File: src/rtl/memchk_regs.svh
// constants of the memory checker block
`ifndef MEMCHK_REGS_SVH
`define MEMCHK_REGS_SVH
`define MEMCHK_SIG_W 32
`define MEMCHK_DAT_W 16
`define MEMCHK_CNT_W 16
`define MEMCHK_SEED_RST 32'hffffffff
`define MEMCHK_POLY_RST 32'h04c11db7
`define MEMCHK_CNT_RST 16'h0000
`endif

File: src/rtl/memchk_pkg.sv
// types of the memory checker block
package memchk_pkg;
  typedef enum logic [0:0] {MEMCHK_RUN, MEMCHK_CHECK} memchk_state_type;
endpackage

File: src/rtl/memchk_buf.sv
// two-entry valid/ready buffer in front of the signature engine
`timescale 1ns/1ps
module memchk_buf #(
  parameter int W = 16
) (
  // clock and reset
  input wire logic clk,
  input wire logic rstn,
  // fill side
  input wire logic in_valid,
  input wire logic [W-1:0] in_data,
  output logic in_ready,
  // drain side
  output logic out_valid,
  output logic [W-1:0] out_data,
  input wire logic out_ready
);
  logic [W-1:0] mem_ff [2];
  logic [W-1:0] nxt_mem [2];
  logic rd_ff, nxt_rd, wr_ff, nxt_wr;
  logic [1:0] cnt_ff, nxt_cnt;
  logic push, pop;

  // occupancy and pointer update; ready falls only when both slots are taken
  always_comb begin
    push = in_valid && (cnt_ff != 2'h2);
    pop = out_ready && (cnt_ff != 2'h0);
    nxt_mem = mem_ff;
    nxt_wr = wr_ff;
    nxt_rd = rd_ff;
    if (push) begin
      nxt_mem[wr_ff] = in_data;
      nxt_wr = ~wr_ff;
    end
    if (pop) begin
      nxt_rd = ~rd_ff;
    end
    nxt_cnt = cnt_ff + {1'b0, push} - {1'b0, pop};
  end

  always_ff @(posedge clk) begin
    if (!rstn) begin
      mem_ff[0] <= '0;
      mem_ff[1] <= '0;
      wr_ff <= 1'b0;
      rd_ff <= 1'b0;
      cnt_ff <= 2'h0;
    end else begin
      mem_ff <= nxt_mem;
      wr_ff <= nxt_wr;
      rd_ff <= nxt_rd;
      cnt_ff <= nxt_cnt;
    end
  end

  assign in_ready = (cnt_ff != 2'h2);
  assign out_valid = (cnt_ff != 2'h0);
  assign out_data = mem_ff[rd_ff];

  a_buf_no_overflow: assert property (@(posedge clk) disable iff (!rstn) cnt_ff <= 2'h2)
    else $error("buffer count above two");
endmodule

File: src/rtl/memchk_top.sv
// memory checker: crc signature engine with block counter and comparator
`timescale 1ns/1ps
`include "memchk_regs.svh"
module memchk_top #(
  parameter int CNT_W = `MEMCHK_CNT_W
) (
  // clock and reset
  input wire logic CLK,
  input wire logic RSTN,
  // configuration
  input wire logic [31:0] POLY,
  input wire logic [31:0] SEED,
  input wire logic [31:0] EXPECT,
  input wire logic [CNT_W-1:0] BLOCK_LEN,
  input wire logic CMP_EN,
  input wire logic IRQ_EN,
  input wire logic ERR_CLR,
  input wire logic RESTART,
  // data stream
  input wire logic DIN_VALID,
  input wire logic [15:0] DIN,
  output logic DIN_READY,
  // results
  output logic [31:0] SIGNATURE,
  output logic [31:0] RESULT,
  output logic DONE,
  output logic ERR,
  output logic IRQ,
  output logic [CNT_W-1:0] WORDS_LEFT
);
  logic buf_valid;
  logic [15:0] buf_data;
  logic buf_ready;
  logic in_ready;
  logic fill;
  memchk_pkg::memchk_state_type state_ff, nxt_state;
  logic [31:0] sig_ff, nxt_sig, res_ff, nxt_res;
  logic [CNT_W-1:0] cnt_ff, nxt_cnt;
  logic done_ff, nxt_done, err_ff, nxt_err, irq_ff, nxt_irq, rdy_ff, nxt_rdy;
  logic [31:0] fold;
  logic take, mismatch;
  logic [CNT_W-1:0] len_eff;

  // two-entry buffer absorbs words while the engine spends a cycle comparing
  memchk_buf #(.W(16)) u_buf (
    .clk(CLK),
    .rstn(RSTN),
    .in_valid(fill),
    .in_data(DIN),
    .in_ready(in_ready),
    .out_valid(buf_valid),
    .out_data(buf_data),
    .out_ready(buf_ready)
  );

  // sixteen serial division steps unrolled into one combinational fold
  always_comb begin
    logic [31:0] s;
    s = sig_ff;
    for (int i = 15; i >= 0; i--) begin
      if (s[31] ^ buf_data[i]) begin
        s = {s[30:0], 1'b0} ^ POLY;
      end else begin
        s = {s[30:0], 1'b0};
      end
    end
    fold = s;
  end

  // zero length would never end a block, so treat it as one word
  assign len_eff = (BLOCK_LEN == '0) ? {{(CNT_W-1){1'b0}}, 1'b1} : BLOCK_LEN;
  assign buf_ready = (state_ff == memchk_pkg::MEMCHK_RUN) && !RESTART;
  assign take = buf_ready && buf_valid;
  assign mismatch = CMP_EN && (sig_ff != EXPECT);

  // the buffer fills only while the registered ready is shown, so both sides agree on every transfer
  assign fill = DIN_VALID && rdy_ff;

  // block sequencing, comparator and sticky error flag
  always_comb begin
    nxt_state = state_ff;
    nxt_sig = sig_ff;
    nxt_cnt = cnt_ff;
    nxt_res = res_ff;
    nxt_done = 1'b0;
    nxt_err = err_ff;
    nxt_irq = 1'b0;
    // ready is registered, so predict whether the buffer will be full after this edge
    nxt_rdy = take || !(buf_valid && (!in_ready || fill));
    if (ERR_CLR) begin
      nxt_err = 1'b0;
    end
    if (RESTART) begin
      nxt_state = memchk_pkg::MEMCHK_RUN;
      nxt_sig = SEED;
      nxt_cnt = len_eff;
    end else begin
      case (state_ff)
        memchk_pkg::MEMCHK_RUN: begin
          if (take) begin
            nxt_sig = fold;
            nxt_cnt = cnt_ff - {{(CNT_W-1){1'b0}}, 1'b1};
            if (cnt_ff == {{(CNT_W-1){1'b0}}, 1'b1}) begin
              nxt_state = memchk_pkg::MEMCHK_CHECK;
            end
          end
        end
        memchk_pkg::MEMCHK_CHECK: begin
          nxt_res = sig_ff;
          nxt_done = 1'b1;
          if (mismatch) begin
            nxt_err = 1'b1;
            nxt_irq = IRQ_EN;
          end
          nxt_sig = SEED;
          nxt_cnt = len_eff;
          nxt_state = memchk_pkg::MEMCHK_RUN;
        end
        default: begin
          nxt_state = memchk_pkg::MEMCHK_RUN;
        end
      endcase
    end
  end

  // state registers; reset clears the counter, which loads the block length on a restart or a block end
  always_ff @(posedge CLK) begin
    if (!RSTN) begin
      state_ff <= memchk_pkg::MEMCHK_RUN;
      sig_ff <= `MEMCHK_SEED_RST;
      cnt_ff <= `MEMCHK_CNT_RST;
      res_ff <= '0;
      done_ff <= 1'b0;
      err_ff <= 1'b0;
      irq_ff <= 1'b0;
      rdy_ff <= 1'b0;
    end else begin
      state_ff <= nxt_state;
      sig_ff <= nxt_sig;
      cnt_ff <= nxt_cnt;
      res_ff <= nxt_res;
      done_ff <= nxt_done;
      err_ff <= nxt_err;
      irq_ff <= nxt_irq;
      rdy_ff <= nxt_rdy;
    end
  end

  // outputs straight from flip-flops
  assign SIGNATURE = sig_ff;
  assign RESULT = res_ff;
  assign DONE = done_ff;
  assign ERR = err_ff;
  assign IRQ = irq_ff;
  assign WORDS_LEFT = cnt_ff;
  assign DIN_READY = rdy_ff;

  // checks on the engine; all run on the system clock and rest while reset is held

  // an accepted word lands in the signature one edge later
  a_fold_on_take: assert property (@(posedge CLK) disable iff (!RSTN)
    (take && !RESTART) |=> (sig_ff == $past(fold)))
    else $error("signature did not fold accepted word");

  // every accepted word uses up one count of the block
  a_count_down: assert property (@(posedge CLK) disable iff (!RSTN)
    (take && !RESTART) |=> (cnt_ff == $past(cnt_ff) - 1'b1))
    else $error("block counter did not step");

  // last word, one cycle of compare, then the done pulse
  a_block_end: assert property (@(posedge CLK) disable iff (!RSTN)
    (take && !RESTART && cnt_ff == 1) |=> ##1 DONE)
    else $error("block end did not produce done");

  // a failed compare sets the sticky flag even against a clear in the same cycle
  a_err_set: assert property (@(posedge CLK) disable iff (!RSTN)
    (state_ff == memchk_pkg::MEMCHK_CHECK && !RESTART && mismatch) |=> ERR)
    else $error("mismatch did not set error");

  // the interrupt only follows a failed compare that was allowed to signal
  a_irq_cause: assert property (@(posedge CLK) disable iff (!RSTN)
    IRQ |-> ($past(mismatch) && $past(IRQ_EN) && !$past(RESTART) && $past(state_ff) == memchk_pkg::MEMCHK_CHECK))
    else $error("interrupt without failed check");

  // a newly raised error must belong to a result that differs from the expected value
  a_cmp_result: assert property (@(posedge CLK) disable iff (!RSTN)
    (DONE && ERR && !$past(ERR) && CMP_EN) |-> (RESULT != EXPECT))
    else $error("error set although signature matched");

  // the next block starts from the seed with a full count
  a_reload: assert property (@(posedge CLK) disable iff (!RSTN)
    (state_ff == memchk_pkg::MEMCHK_CHECK && !RESTART) |=> (cnt_ff == $past(len_eff) && sig_ff == $past(SEED)))
    else $error("counter or seed not reloaded after block");

  // from a zero signature only the last data bit feeds back, so the fold yields the polynomial itself
  a_poly_used: assert property (@(posedge CLK) disable iff (!RSTN)
    (take && !RESTART && sig_ff == 32'h00000000 && buf_data == 16'h0001) |=> (sig_ff == $past(POLY)))
    else $error("polynomial not applied");

  // the signature only moves on a fold, a restart or a block end
  a_sig_visible: assert property (@(posedge CLK) disable iff (!RSTN)
    (state_ff == memchk_pkg::MEMCHK_RUN && !take && !RESTART) |=> $stable(SIGNATURE))
    else $error("signature moved without a word");

  // a shown ready always has a free slot behind it, so no word is dropped
  a_ready_room: assert property (@(posedge CLK) disable iff (!RSTN)
    DIN_READY |-> in_ready)
    else $error("ready shown while buffer full");

  // done marks one block end, never two in a row
  a_done_pulse: assert property (@(posedge CLK) disable iff (!RSTN)
    DONE |=> !DONE)
    else $error("done longer than one cycle");

  // an interrupt always comes with the error flag raised
  a_irq_with_err: assert property (@(posedge CLK) disable iff (!RSTN)
    IRQ |-> ERR)
    else $error("interrupt without error flag");

  // the block result only changes together with done
  a_result_hold: assert property (@(posedge CLK) disable iff (!RSTN)
    !DONE |-> $stable(RESULT))
    else $error("result changed outside block end");
endmodule

File: config.mk
export PLATFORM = sky130hd
export DESIGN_NAME = memchk_top
export DESIGN_NICKNAME = d
export VERILOG_FILES = /design/src/rtl/memchk_pkg.sv /design/src/rtl/memchk_buf.sv /design/src/rtl/memchk_top.sv
export VERILOG_INCLUDE_DIRS = /design/src /design/src/rtl
export SDC_FILE = /design/constraint.sdc
export NUM_CORES = 1
export LEC_CHECK = 0
export CORE_MARGIN = 10
export CORE_UTILIZATION = 40
export CTS_BUF_LIST = sky130_fd_sc_hd__clkbuf_8
export CTS_CLUSTER_SIZE = 8
export DETAILED_ROUTE_END_ITERATION = 10
export DONT_BUFFER_PORTS = 1
export PLACE_DENSITY = 0.66
export SLEW_MARGIN = 30
export SYNTH_ARGS = -nofsm -noshare
export SYNTH_HDL_FRONTEND = slang
export SYNTH_HIERARCHICAL = 1
export SYNTH_SLANG_ARGS = --single-unit
File: constraint.sdc
create_clock -name CLK -period 22.3 [get_ports CLK]
set_clock_uncertainty 0.1 [all_clocks]
set_input_delay 2.23 -clock CLK [delete_from_list [all_inputs] [get_ports CLK]]
set_output_delay 2.23 -clock CLK [all_outputs]
set_load 0.05 [all_outputs]
==> results of run 1 <==
==> synthesized netlist by cell type, drive strengths merged (25+ instances only) <==
library cell and count:
o211ai 36, xor2 68, o21ai 58, buf 54, nor3b 30, o31ai 33
nand4 39, nor3 25, nand2 524, nand3 58, dfxtp 121, xnor3 39
a21oi 127, xnor2 391, nor2 70, clkbuf 141
==> path summary, 6_finish.rpt <==
path	slack [ns]	depth (start not counted)	endpoint	startpoint
setup / recovery	12.81	24	SIGNATURE[2]	POLY[30]
hold / removal	0.37	2	u_buf/mem_ff[4]	u_buf/mem_ff[4]
setup reg to reg	13.31	27	SIGNATURE[2]	u_buf/rd_ff
hold reg to reg	0.37	2	u_buf/mem_ff[4]	u_buf/mem_ff[4]
==> cell families (layout without fill, tap and decap cells) <==
kind of cell             Yosys count  count (layout)  synth area share
AO/OA/AOI/OAI                    381             381            0.1849
AND/OR/NAND/NOR                  802             802            0.2381
multiplexers                      34              34           0.02430
adder cells (fa/ha/maj)            3               3          0.002472
flip-flops                       121             121            0.1595
XOR/XNOR                         499             499            0.3280
buffers and inverters            212              90           0.06277
other                              0               1                 0
==> final cells by class <==
cell class | count | area (um^2) | area share
clock inverter | 12 | 126.4 | 0.008010
clock buffer | 19 | 261.5 | 0.01658
sequential | 121 | 2424 | 0.1536
timing repair buffer | 42 | 350.3 | 0.02221
antenna | 1 | 2.502 | 0.0001586
tap | 511 | 639.4 | 0.04053
multi-input combinational | 1719 | 11900 | 0.7544
inverter | 17 | 71.32 | 0.004521
==> metal layers <==
layer  wire length (um)  share of wire  vias to the layer above  global-route usage
li1                   -              -                     6679                   -
met1              21110           0.40                     6785              0.2765
met2              24240           0.46                      781              0.3523
met3               6030           0.11                       80             0.06110
met4               1411          0.027                        0             0.06618
met5                  0              0                        -                   0
==> worst max-delay path: cells and delay by family <==
| family | cells | cell delay, ns |
|---|---|---|
| compound gates | 10 | 2.83 |
| simple gates | 7 | 2.21 |
| xor+xnor | 4 | 1.55 |
| buf+inv | 3 | 0.93 |
==> sequential cells by signal (all words and copies together) (netlist names) <==
name	cells
SIGNATURE	32
ERR	1
u_buf/mem_ff	32
DONE	1
u_buf/rd_ff	1
WORDS_LEFT	16
RESULT	32
DIN_READY	1
state_ff	1
u_buf/cnt_ff	2
u_buf/wr_ff	1
IRQ	1
==> per-stage QoR <==
| step | hold WS [ns] | worst slack [ns] |
|---|---|---|
| CTS | 0.3717 | 13.04 |
| finish | 0.3722 | 12.81 |
| floorplan | 0.3448 | 14.13 |
| detailed placement | 0.3596 | 12.58 |
| global placement | 0.3532 | 11.41 |
| global route | 0.3917 | 12.29 |
==> summary.txt, run 1 <==
Status
  • Status: complete, no violations

Timing
  • Relative slew slack: 0.3534
  • Unrepaired setup endpoints after global routing: no
  • Total of endpoints with negative setup slack in the final report: 0
  • Pins Over Slew Limit: 0
  • Post-layout min period: roughly 9.5 ns
  • Crit share post-route: 0.4254
  • Highest clock rate: between 100 and 150 MHz
  • Transition at the pin with the smallest max-transition slack: 0.9685 ns
  • Setup TNS after final layout: 0 ns
  • Hold Violations, Final: 0

Clock network
  • Cells resized by post-CTS repair: 0
  • Cell chosen for the clock root: sky130_fd_sc_hd__clkbuf_8
  • Clock Tree Buf Depth: 2
  • Clock slew at the register clock pins of the worst setup and hold paths: roughly 0.080 ns
  • Post-CTS Setup Repair Bufs: 0
  • Inserted Clock Buffers: 17
  • CTS tree: built
  • Clock network latency to the later pin of the worst-skew pair: about 0.47 ns
  • Clock net sink count: between 100 and 150
  • Post-CTS Hold Buffers: 0
  • # H-tree levels: 4

Detailed routing
  • DR vias: 14330
  • Post-route ant nets: 0
  • # DRC: 0
  • Routed length per placed instance: between 20 and 25 um
  • Final WL: between 50000 and 60000 um
  • Vias per std cell: around 5.9
  • Number of violations reported at the end of detailed-routing iteration 0: 1545
  • Pre-antenna DRT Iters: 6

Place
  • Placed Cells incl. Taps: roughly 2400
  • Routability congestion estimate: approximately 0.9
  • Port Buffers: 0
  • Cell Area, Placed: 15390 um^2
  • HPWL Detailed: between 30000 and 40000 um

Setup path
  • Critical Path Fanout Max: 37
  • Worst path cell trace: inv_1, nor3_2, nor2_1, a31oi_1, o311a_1, xor2_1, and3_1, o221ai_1, a31oi_1, nor2_2, buf_4, nor4_1, o21ai_1, a211oi_1, o21ai_1, a211oi_4, nand2_1, xnor2_2, xnor3_1, o21ai_4, buf_16, nand3_1, xor3_1, a22oi_1
  • Arrival time worst endpoint: approximately 9.8 ns
  • Endpoint required time on the critical path: 22.60 ns
  • Worst path max stage delay: between 0.7 and 0.8 ns
  • CP startpoint kind: input pin
  • WS Path Type: input pin to flop
  • Kind of capture point of the worst setup path: flop
  • Master of the slowest instance on the critical path: sky130_fd_sc_hd__nor2_1

Global route
  • Vias in the first global route: ~13000
  • Overall track demand over capacity in global routing: 0.2182
  • Congestion Overflow GR: 0
  • Number of antenna violations at the first check in global routing: 0
  • Largest net degree at the start of global routing: 72
  • First-pass GRT wire length: 81610 um

Synth
  • Dominant register cell in the synthesized netlist: sky130_fd_sc_hd__dfxtp_1
  • Post-synth EDFFs: 0
  • Seq/Total Area, Yosys: 0.1595
  • Post-synth top area share: 0.2214
  • Synth Net Count: 2190
  • Top area cells in the synthesized netlist: sky130_fd_sc_hd__xnor2_1, sky130_fd_sc_hd__dfxtp_1, sky130_fd_sc_hd__nand2_1
  • Number of unique standard cell types used by synthesis: 91
  • Leading area contributor after synthesis: sky130_fd_sc_hd__xnor2_1
  • Avg Cell Area, Syn: 7.402 um^2
  • Number of synthesized register bits: between 100 and 150
  • Yosys synthesis warning count: 6
  • Share of flip-flops with an asynchronous set or reset: 0
  • Cell area after technology mapping: 15190 um^2
  • Synthesized instance count: about 2100

Final layout
  • Number of nets in the final layout: roughly 2000
  • Cell area after layout: between 15000 and 20000 um^2
  • Filler cell count: 3808
  • Most used cells in the layout excluding fill and tap cells: sky130_fd_sc_hd__nand2_1, sky130_fd_sc_hd__xnor2_1, sky130_fd_sc_hd__dfxtp_1
  • Leading cell type in the layout, fill and taps excluded: sky130_fd_sc_hd__nand2_1
  • Final design utilization: 0.4198
  • Fraction of layout cells with a size suffix above 1: 0.1124
  • Area growth syn-to-layout: 3.872%
  • Final Instance Count excl. Fillers: between 2000 and 2500

Die
  • DIE WIDTH: between 200 and 250 um
  • Initial Utilization: 0.4042
  • DIE AREA: about 46000 um^2
  • Top Ports: between 200 and 250
  • Cell row count: 71
  • Height of the die: around 210 um
  • Core area: ~38000 um^2

Worst hold path
  • Type of the worst min-delay path: flop to flop

Job
  • Count of maximum capacitance violations: 0
Power of run 1 is left out: the tool's default activity adds up to more than one toggle a clock period on the data nets, which glitch-free logic cannot reach.
==> run 2: changes to the inputs <==
--- a/config.mk
+++ b/config.mk
@@ -12,7 +12,7 @@
 export CTS_CLUSTER_SIZE = 8
 export DETAILED_ROUTE_END_ITERATION = 10
 export DONT_BUFFER_PORTS = 1
-export PLACE_DENSITY = 0.66
+export PLACE_DENSITY = 0.68
 export SLEW_MARGIN = 30
 export SYNTH_ARGS = -nofsm -noshare
 export SYNTH_HDL_FRONTEND = slang
==> constraint.sdc (replaced) <==
create_clock -name CLK -period 8.7 [get_ports CLK]
set_clock_uncertainty 0.1 [all_clocks]
set_input_delay 0.87 -clock CLK [delete_from_list [all_inputs] [get_ports CLK]]
set_output_delay 0.87 -clock CLK [all_outputs]
set_load 0.05 [all_outputs]
==> summary.txt, run 2 (synthesis results as in run 1) <==
Status
  • Status: complete, no violations

Setup path
  • CP startpoint kind: flop
  • WS Path Type: flop to flop
  • Kind of capture point of the worst setup path: flop
  • Endpoint required time on the critical path: 9.00 ns
  • Cell repeated most along the worst path: sky130_fd_sc_hd__a211oi_1
  • Critical Path Fanout Max: 33
  • Master of the slowest instance on the critical path: sky130_fd_sc_hd__a211oi_1
  • Worst path max stage delay: approximately 0.63 ns
  • Arrival time worst endpoint: 8.51 ns
  • Reg2Reg Depth: 25

Clock network
  • CTS tree: built
  • Clock slew at the register clock pins of the worst setup and hold paths: about 0.08 ns
  • Clock network latency to the later pin of the worst-skew pair: 0.48 ns
  • # H-tree levels: 4
  • Clock Tree Buf Depth: 2
  • Inserted Clock Buffers: 17
  • Clock net sink count: between 100 and 150
  • Cell chosen for the clock root: sky130_fd_sc_hd__clkbuf_8

Detailed routing
  • DR vias: 14420
  • Number of violations reported at the end of detailed-routing iteration 0: about 1300
  • # DRC: 0
  • Post-route ant nets: 0
  • Final WL: roughly 53000 um
  • Routed length per placed instance: about 22 um
  • Pre-antenna DRT Iters: 5
  • Vias per std cell: between 5 and 6

Place
  • HPWL Detailed: ~37000 um
  • Cell Area, Placed: approximately 15000 um^2
  • Port Buffers: 0
  • Placed Cells incl. Taps: around 2400
  • Routability congestion estimate: around 0.95

Timing
  • Total of endpoints with negative setup slack in the final report: 0
  • Highest clock rate: 121.7 MHz
  • Tightest hold margin: ~0.36 ns
  • Relative slew slack: 0.3585
  • Post-layout min period: between 8 and 9 ns
  • Pins Over Slew Limit: 0
  • Transition at the pin with the smallest max-transition slack: a little under 1 ns
  • Setup TNS after final layout: 0 ns
  • Hold Violations, Final: 0
  • Crit share post-route: 0.9443
  • Unrepaired setup endpoints after global routing: no

Global route
  • Largest net degree at the start of global routing: slightly above 70
  • First-pass GRT wire length: ~81000 um
  • Number of antenna violations at the first check in global routing: 2
  • Overall track demand over capacity in global routing: 0.2167
  • Congestion Overflow GR: 0
  • Vias in the first global route: approximately 13000

Job
  • Count of maximum capacitance violations: 0

Die
  • DIE WIDTH: roughly 210 um
  • DIE AREA: 46160 um^2
  • Top Ports: 219
  • Height of the die: approximately 210 um
  • Initial Utilization: 0.4042
  • Core area: between 30000 and 40000 um^2
  • Cell row count: slightly above 70

Final layout
  • Number of nets in the final layout: slightly above 2000
  • Fraction of layout cells with a size suffix above 1: 0.1156
  • Area growth syn-to-layout: 4.267%
  • Most used cells in the layout excluding fill and tap cells: sky130_fd_sc_hd__nand2_1, sky130_fd_sc_hd__xnor2_1, sky130_fd_sc_hd__dfxtp_1
  • Cell area after layout: ~16000 um^2
  • Leading cell type in the layout, fill and taps excluded: sky130_fd_sc_hd__nand2_1
  • Final Instance Count excl. Fillers: about 2500

Worst hold path
  • Number of cells traversed by the worst hold path: 1
  • Type of the worst min-delay path: input pin to flop
[run 2: cell types whose count changed in the layout (fill, tap and decap cells not counted), sizes merged]
| cell | before | now |
|---|---|---|
| clkinvlp | 5 | 6 |
| clkbuf | 19 | 18 |
| clkinv | 9 | 7 |
| inv | 13 | 15 |
| bufinv | 2 | 3 |
| diode | 1 | 2 |
| buf | 42 | 48 |
[run 2: path summary, 6_finish.rpt]
kind / slack, ns / from / end
max: 0.48 / u_buf/rd_ff / SIGNATURE[2]
min: 0.36 / RSTN / SIGNATURE[29]
max reg2reg: 0.48 / u_buf/rd_ff / SIGNATURE[2]
min reg2reg: 0.37 / u_buf/mem_ff[7] / u_buf/mem_ff[7]
[run 2: per-stage QoR]
step                      utilization  setup slack, ns
after floorplan                     -            1.523
after global placement         0.4089           0.6701
after detailed placement       0.4089           0.4502
after CTS                      0.4197           0.3980
after global routing           0.4214          0.02511
final                          0.4214           0.4844
[run 2: what timing repair did]
item                                    4_1_cts  5_1_grt
buffers inserted                              0        3
gates resized for setup                       0        6
endpoints found under the setup margin        0       30
hold buffers                                  0        0
[run 2: area by class of cell]
class	count	area, um^2
Multi-Input combinational cell	1719	11920
Clock inverter	14	157.7
Inverter	17	71.32
Antenna cell	2	5.005
Tap cell	511	639.4
Sequential cell	121	2422
Fill cell	3817	21740
Clock buffer	18	247.7
Timing Repair Buffer	48	376.6
[run 2: worst max-delay path: cells and delay by family, from the launching register on]
kind / cells / cell delay [ns]
AO/OA/AOI/OAI: 11 / 3.23
AND/OR/NAND/NOR: 5 / 0.97
buffers and inverters: 2 / 0.64
flip-flops: 1 / 0.60
multiplexers: 1 / 0.45
XOR/XNOR: 6 / 2.09
[run 2: per-layer routing]
layer / track usage / vias to the layer above / share of wire
met1: 0.2701 / 6970 / 0.40
met3: 0.06264 / 75 / 0.10
met5: 0 / - / 0
met4: 0.06736 / 0 / 0.023
li1: - / 6682 / -
met2: 0.3532 / 695 / 0.47
Power of run 2 is left out for the same reason.
==> run 3: changes to the inputs <==
--- a/config.mk
+++ b/config.mk
@@ -12,7 +12,6 @@
 export CTS_CLUSTER_SIZE = 8
 export DETAILED_ROUTE_END_ITERATION = 10
 export DONT_BUFFER_PORTS = 1
-export PLACE_DENSITY = 0.68
 export SLEW_MARGIN = 30
 export SYNTH_ARGS = -nofsm -noshare
 export SYNTH_HDL_FRONTEND = slang
==> summary.txt, run 3 (synthesis results as in run 1) <==
Place
  • Cell Area, Placed: between 15000 and 20000 um^2
  • Pre-CTS worst setup slack: between 0.5 and 0.6 ns
  • Port Buffers: 0
  • HPWL Detailed: approximately 37000 um
  • Routability congestion estimate: between 0.9 and 1

Final layout
  • Filler cell count: ~3800
  • Area growth syn-to-layout: 4.770%
  • Fraction of layout cells with a size suffix above 1: 0.1163
  • Most used cells in the layout excluding fill and tap cells: sky130_fd_sc_hd__nand2_1, sky130_fd_sc_hd__xnor2_1, sky130_fd_sc_hd__dfxtp_1
  • Number of nets in the final layout: 2060
  • Final design utilization: 0.4235
  • Cell area after layout: approximately 16000 um^2
  • Leading cell type in the layout, fill and taps excluded: sky130_fd_sc_hd__nand2_1

Die
  • Initial Utilization: 0.4042
  • Cell row count: 71
  • Top Ports: 219
  • DIE AREA: between 40000 and 50000 um^2
  • Height of the die: ~210 um
  • DIE WIDTH: ~210 um
  • Core area: between 30000 and 40000 um^2

Global route
  • Vias in the first global route: approximately 13000
  • Congestion Overflow GR: 0
  • Largest net degree at the start of global routing: 72
  • Overall track demand over capacity in global routing: 0.2148
  • Number of antenna violations at the first check in global routing: 2
  • First-pass GRT wire length: 80100 um

Clock network
  • Cell chosen for the clock root: sky130_fd_sc_hd__clkbuf_8
  • Post-CTS Hold Buffers: 0
  • Clock net sink count: 121
  • Clock network latency to the later pin of the worst-skew pair: 0.48 ns
  • Clock Tree Buf Depth: 2
  • Post-CTS Setup Repair Bufs: 0
  • CTS tree: built
  • Cells resized by post-CTS repair: 0
  • Inserted Clock Buffers: 17
  • # H-tree levels: 4
  • Clock slew at the register clock pins of the worst setup and hold paths: about 0.080 ns

Timing
  • Setup TNS after final layout: 0 ns
  • Highest clock rate: between 100 and 150 MHz
  • Total of endpoints with negative setup slack in the final report: 0
  • Crit share post-route: 0.9395
  • Hold Violations, Final: 0
  • Pins Over Slew Limit: 0
  • Relative slew slack: 0.3827
  • Unrepaired setup endpoints after global routing: no
  • Transition at the pin with the smallest max-transition slack: roughly 0.92 ns
  • Worst path setup slack after routing: approximately 0.53 ns
  • Post-layout min period: roughly 8.2 ns

Setup path
  • Master of the slowest instance on the critical path: sky130_fd_sc_hd__nor2_1
  • CP startpoint kind: flop
  • Reg2Reg Depth: 25
  • Endpoint required time on the critical path: 9.01 ns
  • Cell repeated most along the worst path: sky130_fd_sc_hd__xnor2_2
  • Launch point of the worst path: u_buf/rd_ff
  • WS Path Type: flop to flop
  • Worst path max stage delay: ~0.5 ns
  • Setup slack on the worst flop-to-flop path: 0.53 ns
  • Startpoint of the worst register-to-register path: u_buf/rd_ff
  • Critical Path Fanout Max: 32
  • End of the worst register-to-register path: SIGNATURE[2]
  • Arrival time worst endpoint: about 8.5 ns
  • Kind of capture point of the worst setup path: flop

Detailed routing
  • Final WL: 51870 um
  • Number of violations reported at the end of detailed-routing iteration 0: between 1000 and 1500
  • DR vias: 13830
  • Pre-antenna DRT Iters: 5
  • Routed length per placed instance: approximately 21 um
  • # DRC: 0
  • Post-route ant nets: 0
  • Vias per std cell: 5.651

Worst hold path
  • Type of the worst min-delay path: input pin to flop
  • WHS Endpoint: SIGNATURE[29]
  • Number of cells traversed by the worst hold path: 1
  • Critical hold path startpoint: RSTN

Job
  • Count of maximum capacitance violations: 0

Status
  • Status: complete, no violations
## run 3: cell types whose count changed in the layout (fill, tap and decap cells not counted), sizes merged
cell / before / now
clkinv: 7 / 10
bufinv: 3 / 5
diode: 2 / 1
buf: 48 / 46
clkinvlp: 6 / 0
inv: 15 / 13
clkbuf: 18 / 21
## run 3: final cells by class
cell class	instances	area, um^2	share of cell area
clock inverters	11	191.4	0.01203
inverters	17	71.32	0.004482
clock buffers	21	289.0	0.01816
multi-input cells	1719	11950	0.7511
repair buffers	46	345.3	0.02170
flip-flops and latches	121	2422	0.1522
well taps	511	639.4	0.04018
diodes	1	2.502	0.0001573
## run 3: how the worst max path moves through the flow
stage | cells after the start | slack (ns) | to
6_report | 25 | 0.53 | SIGNATURE[2]
5_1_grt | 25 | 0.04 | SIGNATURE[2]
4_1_cts | 25 | 0.58 | SIGNATURE[2]
3_5_place_dp | 25 | 0.60 | SIGNATURE[2]
3_3_place_gp | 25 | 0.80 | SIGNATURE[2]
2_1_floorplan | 27 | 1.52 | SIGNATURE[30]
## run 3: critical path, delay by kind of cell (launching register included)
family / cells / cell delay [ns]
flip-flops: 1 / 0.48
AND/OR/NAND/NOR: 7 / 1.96
XOR/XNOR: 7 / 2.44
AO/OA/AOI/OAI: 7 / 1.91
buffers and inverters: 2 / 0.62
multiplexers: 2 / 0.55
## run 3: per-stage QoR
step	hold WS, ns	instances
3_3_place_gp	0.3517	2414
4_1_cts	0.3287	2446
6_report	0.3525	2447
5_1_grt	0.3370	2447
2_1_floorplan	0.3448	2052
3_5_place_dp	0.3595	2414
## run 3: layer usage
layer  GRT usage  vias up  routed length, um
met5           0        -                  9
met4     0.05649        2                941
met3     0.06053       54               4779
met2      0.3373      541              23670
met1      0.2827     6550              22480
li1            -     6680                  -
Power of run 3 is left out for the same reason.
